$ cat config.mk
export PLATFORM = sky130hd
export DESIGN_NAME = cps_select
export DESIGN_NICKNAME = d
export VERILOG_FILES = /design/src/cps_select.v /design/src/cps_pll_decode.v
export VERILOG_INCLUDE_DIRS = /design/src /design/src/src
export SDC_FILE = /design/constraint.sdc
export NUM_CORES = 1
export LEC_CHECK = 0
export BUFFER_PORTS_ARGS = -buffer_cell sky130_fd_sc_hd__buf_2
export CAP_MARGIN = 20
export CORE_MARGIN = 2
export CORE_UTILIZATION = 57
export DETAILED_ROUTE_END_ITERATION = 10
export PLACE_DENSITY = 0.83
export SLEW_MARGIN = 0
export SYNTH_ARGS = -nofsm -noshare
export SYNTH_HDL_FRONTEND = slang
export SYNTH_SLANG_ARGS = --single-unit
$ cat constraint.sdc
create_clock -name core_clk -period 2.11 [get_ports core_clk]
set_input_delay 0.211 -clock core_clk [delete_from_list [all_inputs] [get_ports core_clk]]
set_output_delay 0.211 -clock core_clk [all_outputs]
set_load 0.01 [all_outputs]
$ cat src/cps_map.vh
/*
 Constants for the control pin setting select block: register offsets,
 field positions, reset values and codes.
 Assumes it is included by bare name from src/ design files.
*/
`ifndef CPS_MAP_VH
`define CPS_MAP_VH

// ***********************************************
// Register word offsets (byte addresses)
// ***********************************************
`define CPS_OFF_PINCFG 8'h00
`define CPS_OFF_COMMIT 8'h04
`define CPS_OFF_STATUS 8'h08
`define CPS_OFF_GENCFG 8'h0c
`define CPS_OFF_PLLCFG0 8'h10
`define CPS_OFF_TABLE0 8'h20
`define CPS_ADDR_W 8
`define CPS_REG_STRIDE 4

// ***********************************************
// Field positions
// ***********************************************
`define CPS_PINCFG_ROLE 6
`define CPS_COMMIT_GO 0
`define CPS_PLL_DOWN 0
`define CPS_PLL_ST0_LO 1
`define CPS_PLL_ST1_LO 3
`define CPS_GEN_ST0_LO 0
`define CPS_GEN_ST1_LO 2
// Table entry: [0] primary sel, then per PLL {out sel, spread[2:0], freq sel}
`define CPS_ENT_PRI 0
`define CPS_ENT_PLL_BASE 1
`define CPS_ENT_PLL_W 5
`define CPS_ENT_W 16

// ***********************************************
// Output state codes
// ***********************************************
`define CPS_ST_PDOWN 2'h0
`define CPS_ST_HIZ 2'h1
`define CPS_ST_LOW 2'h2
`define CPS_ST_ACTIVE 2'h3

// ***********************************************
// Factory defaults
// ***********************************************
`define CPS_RST_ROLE 1'h0
`define CPS_RST_GENCFG 4'hd
`define CPS_RST_PLLCFG 5'h1a
`define CPS_RST_ENT0 16'h0000
`define CPS_RST_ENT1 16'h8421
`define CPS_RST_ENTX 16'h0000
`define CPS_BAD_DATA 32'h0000_0000

`endif

$ cat src/cps_select.v
/*
 Control pin setting select: in control role three pins index one of eight
 stored settings, in serial role pin a alone picks setting 0 or 1; the
 settings steer three PLLs and the primary output. Registers on a
 classic Wishbone slave with single-cycle ack.
 Assumes pins are synchronous to core_clk; the serial engine and the
 nonvolatile store sit outside and see the serial enable output.
*/
`timescale 1ns/100ps
`include "cps_map.vh"

module cps_select
#(
   parameter NUM_PLL = 3,
   parameter NUM_SET = 8
)
(
   input wire core_clk,
   input wire rst_n,
   input wire ctrl_pin_a,
   input wire ctrl_pin_b_dual,
   input wire ctrl_pin_c_dual,
   input wire output_supply_grounded,
   input wire [31:0] wb_adr_i,
   input wire [31:0] wb_dat_i,
   input wire [3:0] wb_sel_i,
   input wire wb_we_i,
   input wire wb_cyc_i,
   input wire wb_stb_i,
   output reg [31:0] wb_dat_o,
   output reg wb_ack_o,
   output reg serial_enable,
   output reg [2:0] setting_index,
   output reg [1:0] primary_output,
   output reg [1:0] pll_a_output_pair,
   output reg [1:0] pll_b_output_pair,
   output reg [1:0] pll_c_output_pair,
   output reg [NUM_PLL-1:0] pll_freq_select,
   output reg [3*NUM_PLL-1:0] pll_spread_code,
   output reg [NUM_PLL-1:0] pll_spread_down
);

   // ***********************************************
   // Configuration storage
   // ***********************************************
   reg role_volatile;
   reg role_committed;
   reg [3:0] gen_cfg;
   reg [4:0] pll_cfg [0:NUM_PLL-1];
   reg [`CPS_ENT_W-1:0] set_tab [0:NUM_SET-1];
   reg commit_pend;

   wire [`CPS_ADDR_W-1:0] adr;
   wire wr_req;
   wire rd_req;
   wire [1:0] next_gen_st;
   wire serial_role;
   wire [2:0] idx;
   wire [`CPS_ENT_W-1:0] ent;
   wire [NUM_PLL-1:0] dec_freq;
   wire [3*NUM_PLL-1:0] dec_spread;
   wire [NUM_PLL-1:0] dec_down;
   wire [2*NUM_PLL-1:0] dec_state;
   reg [31:0] rd_data;
   integer i;
   integer j;
   integer k;
   wire hit_pincfg;
   wire hit_commit;
   wire hit_status;
   wire hit_gencfg;
   reg [NUM_PLL-1:0] hit_pll;
   reg [NUM_SET-1:0] hit_tab;

   assign adr = wb_adr_i[`CPS_ADDR_W-1:0];
   assign wr_req = wb_cyc_i & wb_stb_i & wb_we_i & ~wb_ack_o;
   assign rd_req = wb_cyc_i & wb_stb_i & ~wb_we_i & ~wb_ack_o;

   // ***********************************************
   // Address decode
   // ***********************************************

   // One hit per register word, upper address bits ignored
   assign hit_pincfg = (adr == `CPS_OFF_PINCFG);
   assign hit_commit = (adr == `CPS_OFF_COMMIT);
   assign hit_status = (adr == `CPS_OFF_STATUS);
   assign hit_gencfg = (adr == `CPS_OFF_GENCFG);

   // Hits on per-PLL words and setting table words
   always @*
   begin
      hit_pll = {NUM_PLL{1'b0}};
      hit_tab = {NUM_SET{1'b0}};
      for (j = 0; j < NUM_PLL; j = j + 1)
      begin
         hit_pll[j] = (adr == `CPS_OFF_PLLCFG0 + `CPS_REG_STRIDE * j);
      end
      for (j = 0; j < NUM_SET; j = j + 1)
      begin
         hit_tab[j] = (adr == `CPS_OFF_TABLE0 + `CPS_REG_STRIDE * j);
      end
   end

   // ***********************************************
   // Pin role and index
   // ***********************************************

   // Committed role bit only; grounded supply forces serial
   assign serial_role = ~role_committed | output_supply_grounded;
   // Dual pins read as zero in serial role, pin a always control
   assign idx = serial_role ? {2'h0, ctrl_pin_a}
      : {ctrl_pin_c_dual, ctrl_pin_b_dual, ctrl_pin_a};
   assign ent = set_tab[idx];

   // ***********************************************
   // Per-PLL decode
   // ***********************************************
   genvar g;
   generate
      for (g = 0; g < NUM_PLL; g = g + 1)
      begin : pll_dec
         cps_pll_decode u_dec
         (
            .ent(ent[`CPS_ENT_PLL_BASE+g*`CPS_ENT_PLL_W+4:
               `CPS_ENT_PLL_BASE+g*`CPS_ENT_PLL_W]),
            .cfg(pll_cfg[g]),
            .freq_second(dec_freq[g]),
            .spread_code(dec_spread[3*g+2:3*g]),
            .spread_down(dec_down[g]),
            .out_state(dec_state[2*g+1:2*g])
         );
      end
   endgenerate

   // Primary output state from generic config
   assign next_gen_st = ent[`CPS_ENT_PRI] ? gen_cfg[`CPS_GEN_ST1_LO+1:`CPS_GEN_ST1_LO]
      : gen_cfg[`CPS_GEN_ST0_LO+1:`CPS_GEN_ST0_LO];

   // ***********************************************
   // Registered outputs
   // ***********************************************

   // Outputs follow selected setting one clock later
   always @(posedge core_clk)
   begin
      if (!rst_n)
      begin
         serial_enable <= 1'b1;
         setting_index <= 3'h0;
         primary_output <= `CPS_ST_HIZ;
         pll_a_output_pair <= `CPS_ST_HIZ;
         pll_b_output_pair <= `CPS_ST_HIZ;
         pll_c_output_pair <= `CPS_ST_HIZ;
         pll_freq_select <= {NUM_PLL{1'b0}};
         pll_spread_code <= {3*NUM_PLL{1'b0}};
         pll_spread_down <= {NUM_PLL{1'b0}};
      end
      else
      begin
         serial_enable <= serial_role;
         setting_index <= idx;
         primary_output <= next_gen_st;
         pll_a_output_pair <= dec_state[1:0];
         pll_b_output_pair <= dec_state[3:2];
         pll_c_output_pair <= dec_state[5:4];
         pll_freq_select <= dec_freq;
         pll_spread_code <= dec_spread;
         pll_spread_down <= dec_down;
      end
   end

   // ***********************************************
   // Register writes
   // ***********************************************

   // Factory defaults on reset, byte lane 0 writes; table entries write byte lanes 0 and 1
   always @(posedge core_clk)
   begin
      if (!rst_n)
      begin
         role_volatile <= `CPS_RST_ROLE;
         role_committed <= `CPS_RST_ROLE;
         commit_pend <= 1'b0;
         gen_cfg <= `CPS_RST_GENCFG;
         for (i = 0; i < NUM_PLL; i = i + 1)
         begin
            pll_cfg[i] <= `CPS_RST_PLLCFG;
         end
         set_tab[0] <= `CPS_RST_ENT0;
         set_tab[1] <= `CPS_RST_ENT1;
         for (i = 2; i < NUM_SET; i = i + 1)
         begin
            set_tab[i] <= `CPS_RST_ENTX;
         end
      end
      else
      begin
         commit_pend <= 1'b0;
         if (commit_pend)
         begin
            role_committed <= role_volatile;
         end
         if (wr_req && wb_sel_i[0])
         begin
            if (hit_pincfg)
            begin
               role_volatile <= wb_dat_i[`CPS_PINCFG_ROLE];
            end
            if (hit_commit)
            begin
               commit_pend <= wb_dat_i[`CPS_COMMIT_GO];
            end
            if (hit_gencfg)
            begin
               gen_cfg <= wb_dat_i[3:0];
            end
            for (i = 0; i < NUM_PLL; i = i + 1)
            begin
               if (hit_pll[i])
               begin
                  pll_cfg[i] <= wb_dat_i[4:0];
               end
            end
         end
         for (i = 0; i < NUM_SET; i = i + 1)
         begin
            if (wr_req && hit_tab[i])
            begin
               if (wb_sel_i[0])
               begin
                  set_tab[i][7:0] <= wb_dat_i[7:0];
               end
               if (wb_sel_i[1])
               begin
                  set_tab[i][15:8] <= wb_dat_i[15:8];
               end
            end
         end
      end
   end

   // ***********************************************
   // Register reads
   // ***********************************************

   // Read mux, unmapped reads zero
   always @*
   begin
      rd_data = `CPS_BAD_DATA;
      if (hit_pincfg)
      begin
         rd_data[`CPS_PINCFG_ROLE] = role_volatile;
      end
      if (hit_status)
      begin
         rd_data = {28'h0000000, serial_enable, setting_index};
      end
      if (hit_gencfg)
      begin
         rd_data = {28'h0000000, gen_cfg};
      end
      for (k = 0; k < NUM_PLL; k = k + 1)
      begin
         if (hit_pll[k])
         begin
            rd_data = {27'h0, pll_cfg[k]};
         end
      end
      for (k = 0; k < NUM_SET; k = k + 1)
      begin
         if (hit_tab[k])
         begin
            rd_data = {16'h0000, set_tab[k]};
         end
      end
   end

   // Single-wait ack, dropped the cycle after
   always @(posedge core_clk)
   begin
      if (!rst_n)
      begin
         wb_ack_o <= 1'b0;
         wb_dat_o <= 32'h0000_0000;
      end
      else
      begin
         wb_ack_o <= wr_req | rd_req;
         if (rd_req)
         begin
            wb_dat_o <= rd_data;
         end
      end
   end

endmodule

$ cat src/cps_pll_decode.v
/*
 Per-PLL decode of the selected control setting into frequency choice,
 spread amount, spread mode and output state.
 Assumes setting fields and configuration come from registered sources.
*/
`timescale 1ns/100ps
`include "cps_map.vh"

module cps_pll_decode
(
   input wire [4:0] ent,
   input wire [4:0] cfg,
   output reg freq_second,
   output reg [2:0] spread_code,
   output reg spread_down,
   output reg [1:0] out_state
);

   // ***********************************************
   // Field decode
   // ***********************************************

   // Split entry and pick configured state
   always @*
   begin
      freq_second = ent[0];
      spread_code = ent[3:1];
      spread_down = cfg[`CPS_PLL_DOWN];
      if (ent[4])
      begin
         out_state = cfg[`CPS_PLL_ST1_LO+1:`CPS_PLL_ST1_LO];
      end
      else
      begin
         out_state = cfg[`CPS_PLL_ST0_LO+1:`CPS_PLL_ST0_LO];
      end
   end

endmodule

## Word-level counts from Yosys, hierarchy flattened

Memory sizes are Yosys's and may differ from the RTL's.
Index checks and enable logic that the tools add are counted.

| word-level totals | value |
|---|---|
| memories kept | 2 |
| bits in writable memories | 143 |
| register bits after elaboration | 67 |

| cells by class | value |
|---|---|
| bitwise gates (word level) | 29 |
| reductions and logical operators | 13 |
| multiplexer cells | 101 |
| equal/unequal tests | 14 |

Memories:

| memory | words | bits a word | rd ports | clocked after memory_dff | wr ports | line | text |
|---|---|---|---|---|---|---|---|
| set_tab | 8 | 16 | 9 | 0 | 8 | cps_select.v:50 | `` reg [`CPS_ENT_W-1:0] set_tab [0:NUM_SET-1]; `` |
| pll_cfg | 3 | 5 | 3 | 0 | 3 | cps_select.v:49 | `reg [4:0] pll_cfg [0:NUM_PLL-1];` |

Operators with widths:

| cell | count |
|---|---|
| 2-to-1 mux 32 bit | 12 |
| 2-to-1 mux 8 bit | 16 |
| == test 8 x 6 -> 1 bit (second input constant) | 8 |
| 2-to-1 mux 1 bit | 64 |
| == test 8 x 5 -> 1 bit (second input constant) | 3 |
| bitwise OR 1 bit | 21 |
| == test 8 x 4 -> 1 bit (second input constant) | 2 |
| 2-to-1 mux 5 bit | 3 |
| logical AND 1 bit | 9 |
| == test 8 x 3 -> 1 bit (second input constant) | 1 |
| logical NOT 8 bit | 1 |
| 2-to-1 mux 2 bit | 4 |
| 2-to-1 mux 7 bit | 1 |
| AND 1 bit | 5 |
| AND reduction 2 bit | 2 |
| 2-to-1 mux 3 bit | 1 |
| NOT 1 bit | 3 |
| AND reduction 3 bit | 1 |

## Longest topological paths before layout

Gate-level depths: netlist of the first run.

| logic depth | value |
|---|---|
| word-level depth | 15 |
| mapped depth | 8 |
| gate-level depth less buffers | 5 |

## By module

Synthesis of the first run repeated with hierarchy kept, for this count alone.

| second synthesis, totals | value |
|---|---|
| cell total of the unflattened synthesis | 789 |
| area, all modules | 9492.9 um^2 |

By module, submodules not included:

| module | cells an instance | area each (um^2) | instances | seq. area each (um^2) |
|---|---|---|---|---|
| cps_select | 768 | 9312.7 | 1 | 5315.1 |
| cps_pll_decode | 7 | 60.1 | 3 | 0.0 |

## Least setup slack after synthesis of the first run

No wires, ideal clock.

| path | value |
|---|---|
| kind | register -> register |
| start point | register wb_ack_o |
| end point | memory pll_cfg[0][0], enable pin |
| path slack | 154 ps |
| period minus slack after synthesis | 1956 ps |
| cell stages (with the launch flop) | 6 |
| data arrival time | 1582 ps |
| data required time | 1736 ps |
| path through | dfxtp_1 and4b_1 and2_1 clkbuf_1 nand3_1 o21ai_0 |

RTL lines:

| element | line | text |
|---|---|---|
| start: declaration | cps_select.v:31 | `output reg wb_ack_o,` |
| start signal: assignment | cps_select.v:288 | `wb_ack_o <= wr_req \| rd_req;` |
| end: declaration | cps_select.v:49 |  |

==> impl_metrics.toml, run 1 <==
[yosys]
synth_xor_area_frac = 0
synthMuxAreaShare = 0.1327
synth_top_family_by_area = "simple AND/OR/NAND/NOR gates"
netlist_instances = 782
synth-seq-area-share = 0.5655
async_reset_ff_frac = 0
yosys_register_bits = 194
avgSynthCellArea_um2 = 12.02
netlist_area_um2 = 9399
synth_compound_area_frac = 0.1016
synth-edff-count = 143
yosys.area_share.simple = 0.1543
synth_adder_area_share = 0
yosysWarnings = 0
ys.flop_type = "edfxtp_1"
synthDistinctLibCells = 67

[critical_path]
path_max_fanout = 8
reg2regPathDepth = 4
path_class = "register to register"
critical_path_arrival_ns = 2.14
endpoint_kind = "register"
cp-start-kind = "register"
required_ns = 2.22

[timing]
post-route-period-util = 0.9612
finalSetupViolations = 0
finalMaxSlewViolations = 0
rsz0062_at_grt = "false"
final.setup.worst_slack_ns = 0.08189
setup_tns_ns = 0
max_freq_mhz = 493.1
relSlewSlack = 0.5171
worst_pin_slew_ns = 0.7243
period_minus_slack_ns = 2.028
skew_ns = 0.009616
hold_viol = 0

[placement]
numPortBuffers = 78
dp_slack_ns = 0.007745
place_area_um2 = 10390
gp_congestion = 0.9944
dp.cells = 1096
dpl.hpwl_mm = 18.99

[grt]
grt_max_degree = 37
antenna_found_initial = 0
grt_pass1_wl_mm = 41.01
grt_use_total = 0.3108
first_global_vias = 7136
grt_remaining_overflow = 0

[finish]
areaGrowthSynthToFinish_pct = 16.91
diodes = 0
fin_area_um2 = 10990
fin_nets = 976
final_cell_count_no_fill = 1128
drive_gt1_frac = 0.2719

[pwr]
p_per_area_nw_per_um2 = 763.8
ir_worst_vdd_uv = 612.0
sw_frac_of_total = 0.2468
clkPwrFrac = 0.395
p_leak_nw = 4.195
p_int_mw = 6.321
power.switching_mw = 2.072
combPwrFrac = 0.088
p_seq_frac = 0.518

[clock_network]
insertion_delay_ns = 0.45
hold_buffers = 0
clk_pin_slew_worst_paths_ns = 0.07
cts_buffer_depth = 2
cts_htree_levels = 4
cts_resized = 0
cts_setup_buffers = 0
cts.sinks = 194
cts_tree = "built"
clock-root-buffer = "clkbuf_16"
cts_buffers = 17

[route]
drt_iter0_drc = 1063
drt_pass1_iterations = 7
routed_wl_mm = 27.09
drc = 0
viasPerCell = 6.586
wl_per_cell_um = 24.01
postRouteAntennaNets = 0
vias = 7429

[job]
maxCapViolCount = 0

[floorplanning]
design.core.area_um2 = 16000
start_util = 0.5874
die_h_um = 132.4
io-pin-count = 137
fp-row-count = 46
die_area_um2 = 17530
die_w_um = 132.4

[status]
status = "complete, no violations"

[min_path]
min_path_cells = 3
hp-class = "input port to register"
## through the flow
stage          total power, mW  utilization  hold slack, ns
6_report                 8.393       0.6867         0.01421
3_3_place_gp             5.094       0.6492          0.4495
5_1_grt                  8.577       0.6867         0.02408
4_1_cts                  8.356       0.6867         0.01063
3_5_place_dp             5.123       0.6492          0.4533
2_1_floorplan            4.826            -          0.3256
## cell usage after synthesis, types with 18 or more instances
cell,number,area (um^2)
nand2_1,69,259.0
mux4_2,38,855.8
nor2_1,112,420.4
buf_2,18,90.09
buf_4,19,142.6
nand3_1,18,90.09
clkbuf_1,26,97.59
dfxtp_1,51,1021
nor2b_1,22,137.6
inv_1,21,78.83
edfxtp_1,143,4294
mux2i_1,20,200.2
o21ai_0,29,145.1
## cells in the final DEF (no fill, tap or decap), drive strengths merged, types with 22 or more instances in the layout
cell type	synthesis	layout
dfxtp	51	51
nor2	114	114
inv	21	26
nor2b	22	22
mux2i	24	24
nand2	69	69
edfxtp	143	143
buf	40	149
o21ai	30	30
mux4	38	38
## cells by family (layout without fill, tap and decap cells)
| kind of cell | Yosys count | in the layout |
|---|---|---|
| buffers and inverters | 87 | 202 |
| other | 1 | 16 |
| AO/OA/AOI/OAI | 137 | 137 |
| multiplexers | 71 | 71 |
| AND/OR/NAND/NOR | 292 | 292 |
| flip-flops | 194 | 194 |
## state kept, by name, summed over array words and instances, names as in the netlist
| register | flops |
|---|---|
| commit_pend | 1 |
| pll_c_output_pair | 2 |
| pll_a_output_pair | 2 |
| pll_spread_code | 9 |
| role_committed | 1 |
| wb_dat_o | 16 |
| pll_b_output_pair | 2 |
| pll_spread_down | 3 |
| gen_cfg | 4 |
| primary_output | 2 |
| role_volatile | 1 |
| wb_ack_o | 1 |
| pll_freq_select | 3 |
| setting_index | 3 |
| set_tab | 128 |
| pll_cfg | 15 |
| serial_enable | 1 |
## layout make-up
class | instances | area (um^2)
repair buffers | 149 | 998.5
flip-flops and latches | 194 | 5315
clock buffers | 17 | 425.4
fillers | 1110 | 5012
inverters | 21 | 78.83
multi-input cells | 516 | 3725
clock inverters | 15 | 175.2
well taps | 216 | 270.3
## final timing paths
check,endpoint,startpoint,slack [ns]
worst max-delay path,set_tab[5][6]$_SDFFCE_PN0P_,wb_ack_o$_SDFF_PN0_,0.08
worst min-delay path,wb_ack_o$_SDFF_PN0_,wb_stb_i,0.01
worst max register to register,set_tab[5][6]$_SDFFCE_PN0P_,wb_ack_o$_SDFF_PN0_,0.08
worst min register to register,pll_spread_down[2]$_SDFF_PN0_,pll_cfg[0][10]$_DFFE_PP_,0.47
## critical path, cell delays in order, from the launching register on
cell and delay (ns):
dfxtp_1 0.34, and4b_1 0.35, nand2_1 0.17, or3_1 0.50
nand2_1 0.33
## power groups by stage
stage | combinational, mW | sequential (mW) | clock [mW]
finish | 0.735 | 4.34 | 3.31
detailed placement | 0.707 | 4.42 | 0
CTS | 0.718 | 4.33 | 3.30
floorplan | 0.439 | 4.39 | 0
global placement | 0.689 | 4.40 | 0
global route | 0.770 | 4.35 | 3.45
## layer usage
layer	share of wire	track usage	routed length, um
met1	0.37	0.4218	10100
met2	0.45	0.4747	12280
met3	0.13	0.08467	3573
met4	0.042	0.1356	1132
met5	0	0	0
(Power assumes the default switching activity.)
==> run 2, diff against run 1 <==
- CORE_UTILIZATION: 57 -> 52
- PLACE_DENSITY: 0.83 -> 0.8
- clock period: 2.11 -> 1.7 ns (I/O delays scaled with it)
==> impl_metrics.toml, run 2 (synthesized netlist as in run 1, its figures left out) <==
[placement]
dpl.hpwl_mm = 19.70
numPortBuffers = 78
gp_congestion = 1.019
place_area_um2 = 10700
dp_slack_ns = -0.1695
dp.cells = 1143

[timing]
final.setup.worst_slack_ns = -0.1018
period_minus_slack_ns = 1.802
max_freq_mhz = 555.0
post-route-period-util = 1.060
relSlewSlack = 0.6610
hold_viol = 0
skew_ns = 0.008766
finalMaxSlewViolations = 0
setup_tns_ns = -1.180
hold_ws_ns = 0.02437
finalSetupViolations = 17
worst_pin_slew_ns = 0.5084
rsz0062_at_grt = "true"

[finish]
fin_nets = 1012
fillCellCount = 1279
layout_commonest_cell = "edfxtp_1"
final_util = 0.6444
drive_gt1_frac = 0.3354
regMostFlops = "set_tab"
areaGrowthSynthToFinish_pct = 22.32
largestRegisters = "set_tab (128), wb_dat_o (16), pll_cfg (15)"
final_cell_mix = "edfxtp_1 (143), nor2_1 (109), buf_4 (91)"
final_cell_count_no_fill = 1177
diodes = 0
fin_area_um2 = 11500
largest_reg_flops = 128

[critical_path]
critical_path_arrival_ns = 2.13
cpMaxStageDelayCell = "mux4_2"
required_ns = 2.03
reg2regPathDepth = 5
endpoint_kind = "register"
path_max_fanout = 6
critPathTopFamily = "multiplexers"
cp_cell_sequence = "nand3b_4 > mux4_2 > mux2i_4 > mux2i_1 > nor2b_1"
path_class = "register to register"
cp-start-kind = "register"
worst-path-buf-inv = 0
cp_num_cells = 5
cpPeakStageDelay_ns = 0.56

[grt]
gr-usage-met1 = 0.3852
grt.busiest_layer = "met2"
grt_remaining_overflow = 0
grt_max_degree = 30
first_global_vias = 7339
grt_util_met3 = 0.06997
grt_pass1_wl_mm = 41.74
met2_usage = 0.4453
antenna_found_initial = 1
grt_use_total = 0.2884

[floorplanning]
start_util = 0.5268
fp-row-count = 49
die_area_um2 = 19170
io-pin-count = 137
design.core.area_um2 = 17840
die_w_um = 138.4
die_h_um = 138.4

[status]
violations = "negative setup slack"
status = "finished, violations left"

[min_path]
hp-class = "input port to register"
min_path_cells = 3

[pwr]
combPwrFrac = 0.093
total_power_mw = 10.55
ir_worst_vdd_uv = 625.0
p_int_mw = 8.005
clkPwrFrac = 0.396
sw_frac_of_total = 0.2414
p_seq_frac = 0.511
power.switching_mw = 2.548
p_per_area_nw_per_um2 = 917.9
p_leak_nw = 4.441

[route]
postRouteAntennaNets = 0
drc = 0
routed_wl_mm = 28.19
viasPerCell = 6.507
drt_pass1_iterations = 6
drt_iter0_drc = 1246
wl_per_cell_um = 23.95
vias = 7659

[clock_network]
cts.sinks = 194
insertion_delay_ns = 0.44
cts_htree_levels = 4
clock-root-buffer = "clkbuf_16"
cts_tree = "built"
hold_buffers = 0
clk_pin_slew_worst_paths_ns = 0.07
cts_buffers = 17
cts_buffer_depth = 2

[job]
maxCapViolCount = 0
## run 2: area by class of cell
cell class                      count  area (um^2)  area share
Multi-Input combinational cell    517         3916      0.3406
Inverter                           21        78.83    0.006856
Clock inverter                     15        180.2     0.01567
Timing Repair Buffer              184         1290      0.1122
Sequential cell                   194         5320      0.4627
Clock buffer                       17        425.4     0.03700
Tap cell                          229        286.5     0.02492
## run 2: layer usage
| layer | part of all wire | vias to the layer above | wire length [um] |
|---|---|---|---|
| li1 | - | 3203 | - |
| met1 | 0.36 | 3651 | 10140 |
| met2 | 0.46 | 648 | 12850 |
| met3 | 0.13 | 155 | 3707 |
| met4 | 0.052 | 2 | 1469 |
| met5 | 0.00046 | - | 13 |
## run 2: worst paths after layout
check	slack [ns]	from	end
max	-0.10	role_committed$_SDFFE_PN0P_	pll_c_output_pair[1]$_SDFF_PN0_
max reg2reg	-0.10	role_committed$_SDFFE_PN0P_	pll_c_output_pair[1]$_SDFF_PN0_
min reg2reg	0.46	wb_dat_o[0]$_SDFFE_PN0P_	wb_dat_o[0]$_SDFFE_PN0P_
min	0.02	wb_dat_i[3]	gen_cfg[3]$_SDFFE_PN1P_
## run 2: what timing repair did
item,4_1_cts,5_1_grt
gates resized for setup,16,24
endpoints found under the setup margin,84,142
setup buffers,2,1
gates cloned,1,0
pin swaps,4,7
endpoints found under the hold margin,0,0
## run 2: worst register-to-register path: cells and delay by family (launching register included)
family	cells	cell delay, ns
DFF	1	0.38
muxes	3	1.04
and+or+nand+nor	2	0.29
## run 2: power groups by stage
stage	clock (mW)	combinational (mW)	sequential (mW)
after global placement	0	0.904	5.47
after global routing	4.34	1.03	5.40
after floorplan	0	0.556	5.44
after CTS	4.17	0.944	5.38
final	4.18	0.979	5.40
after detailed placement	0	0.921	5.48
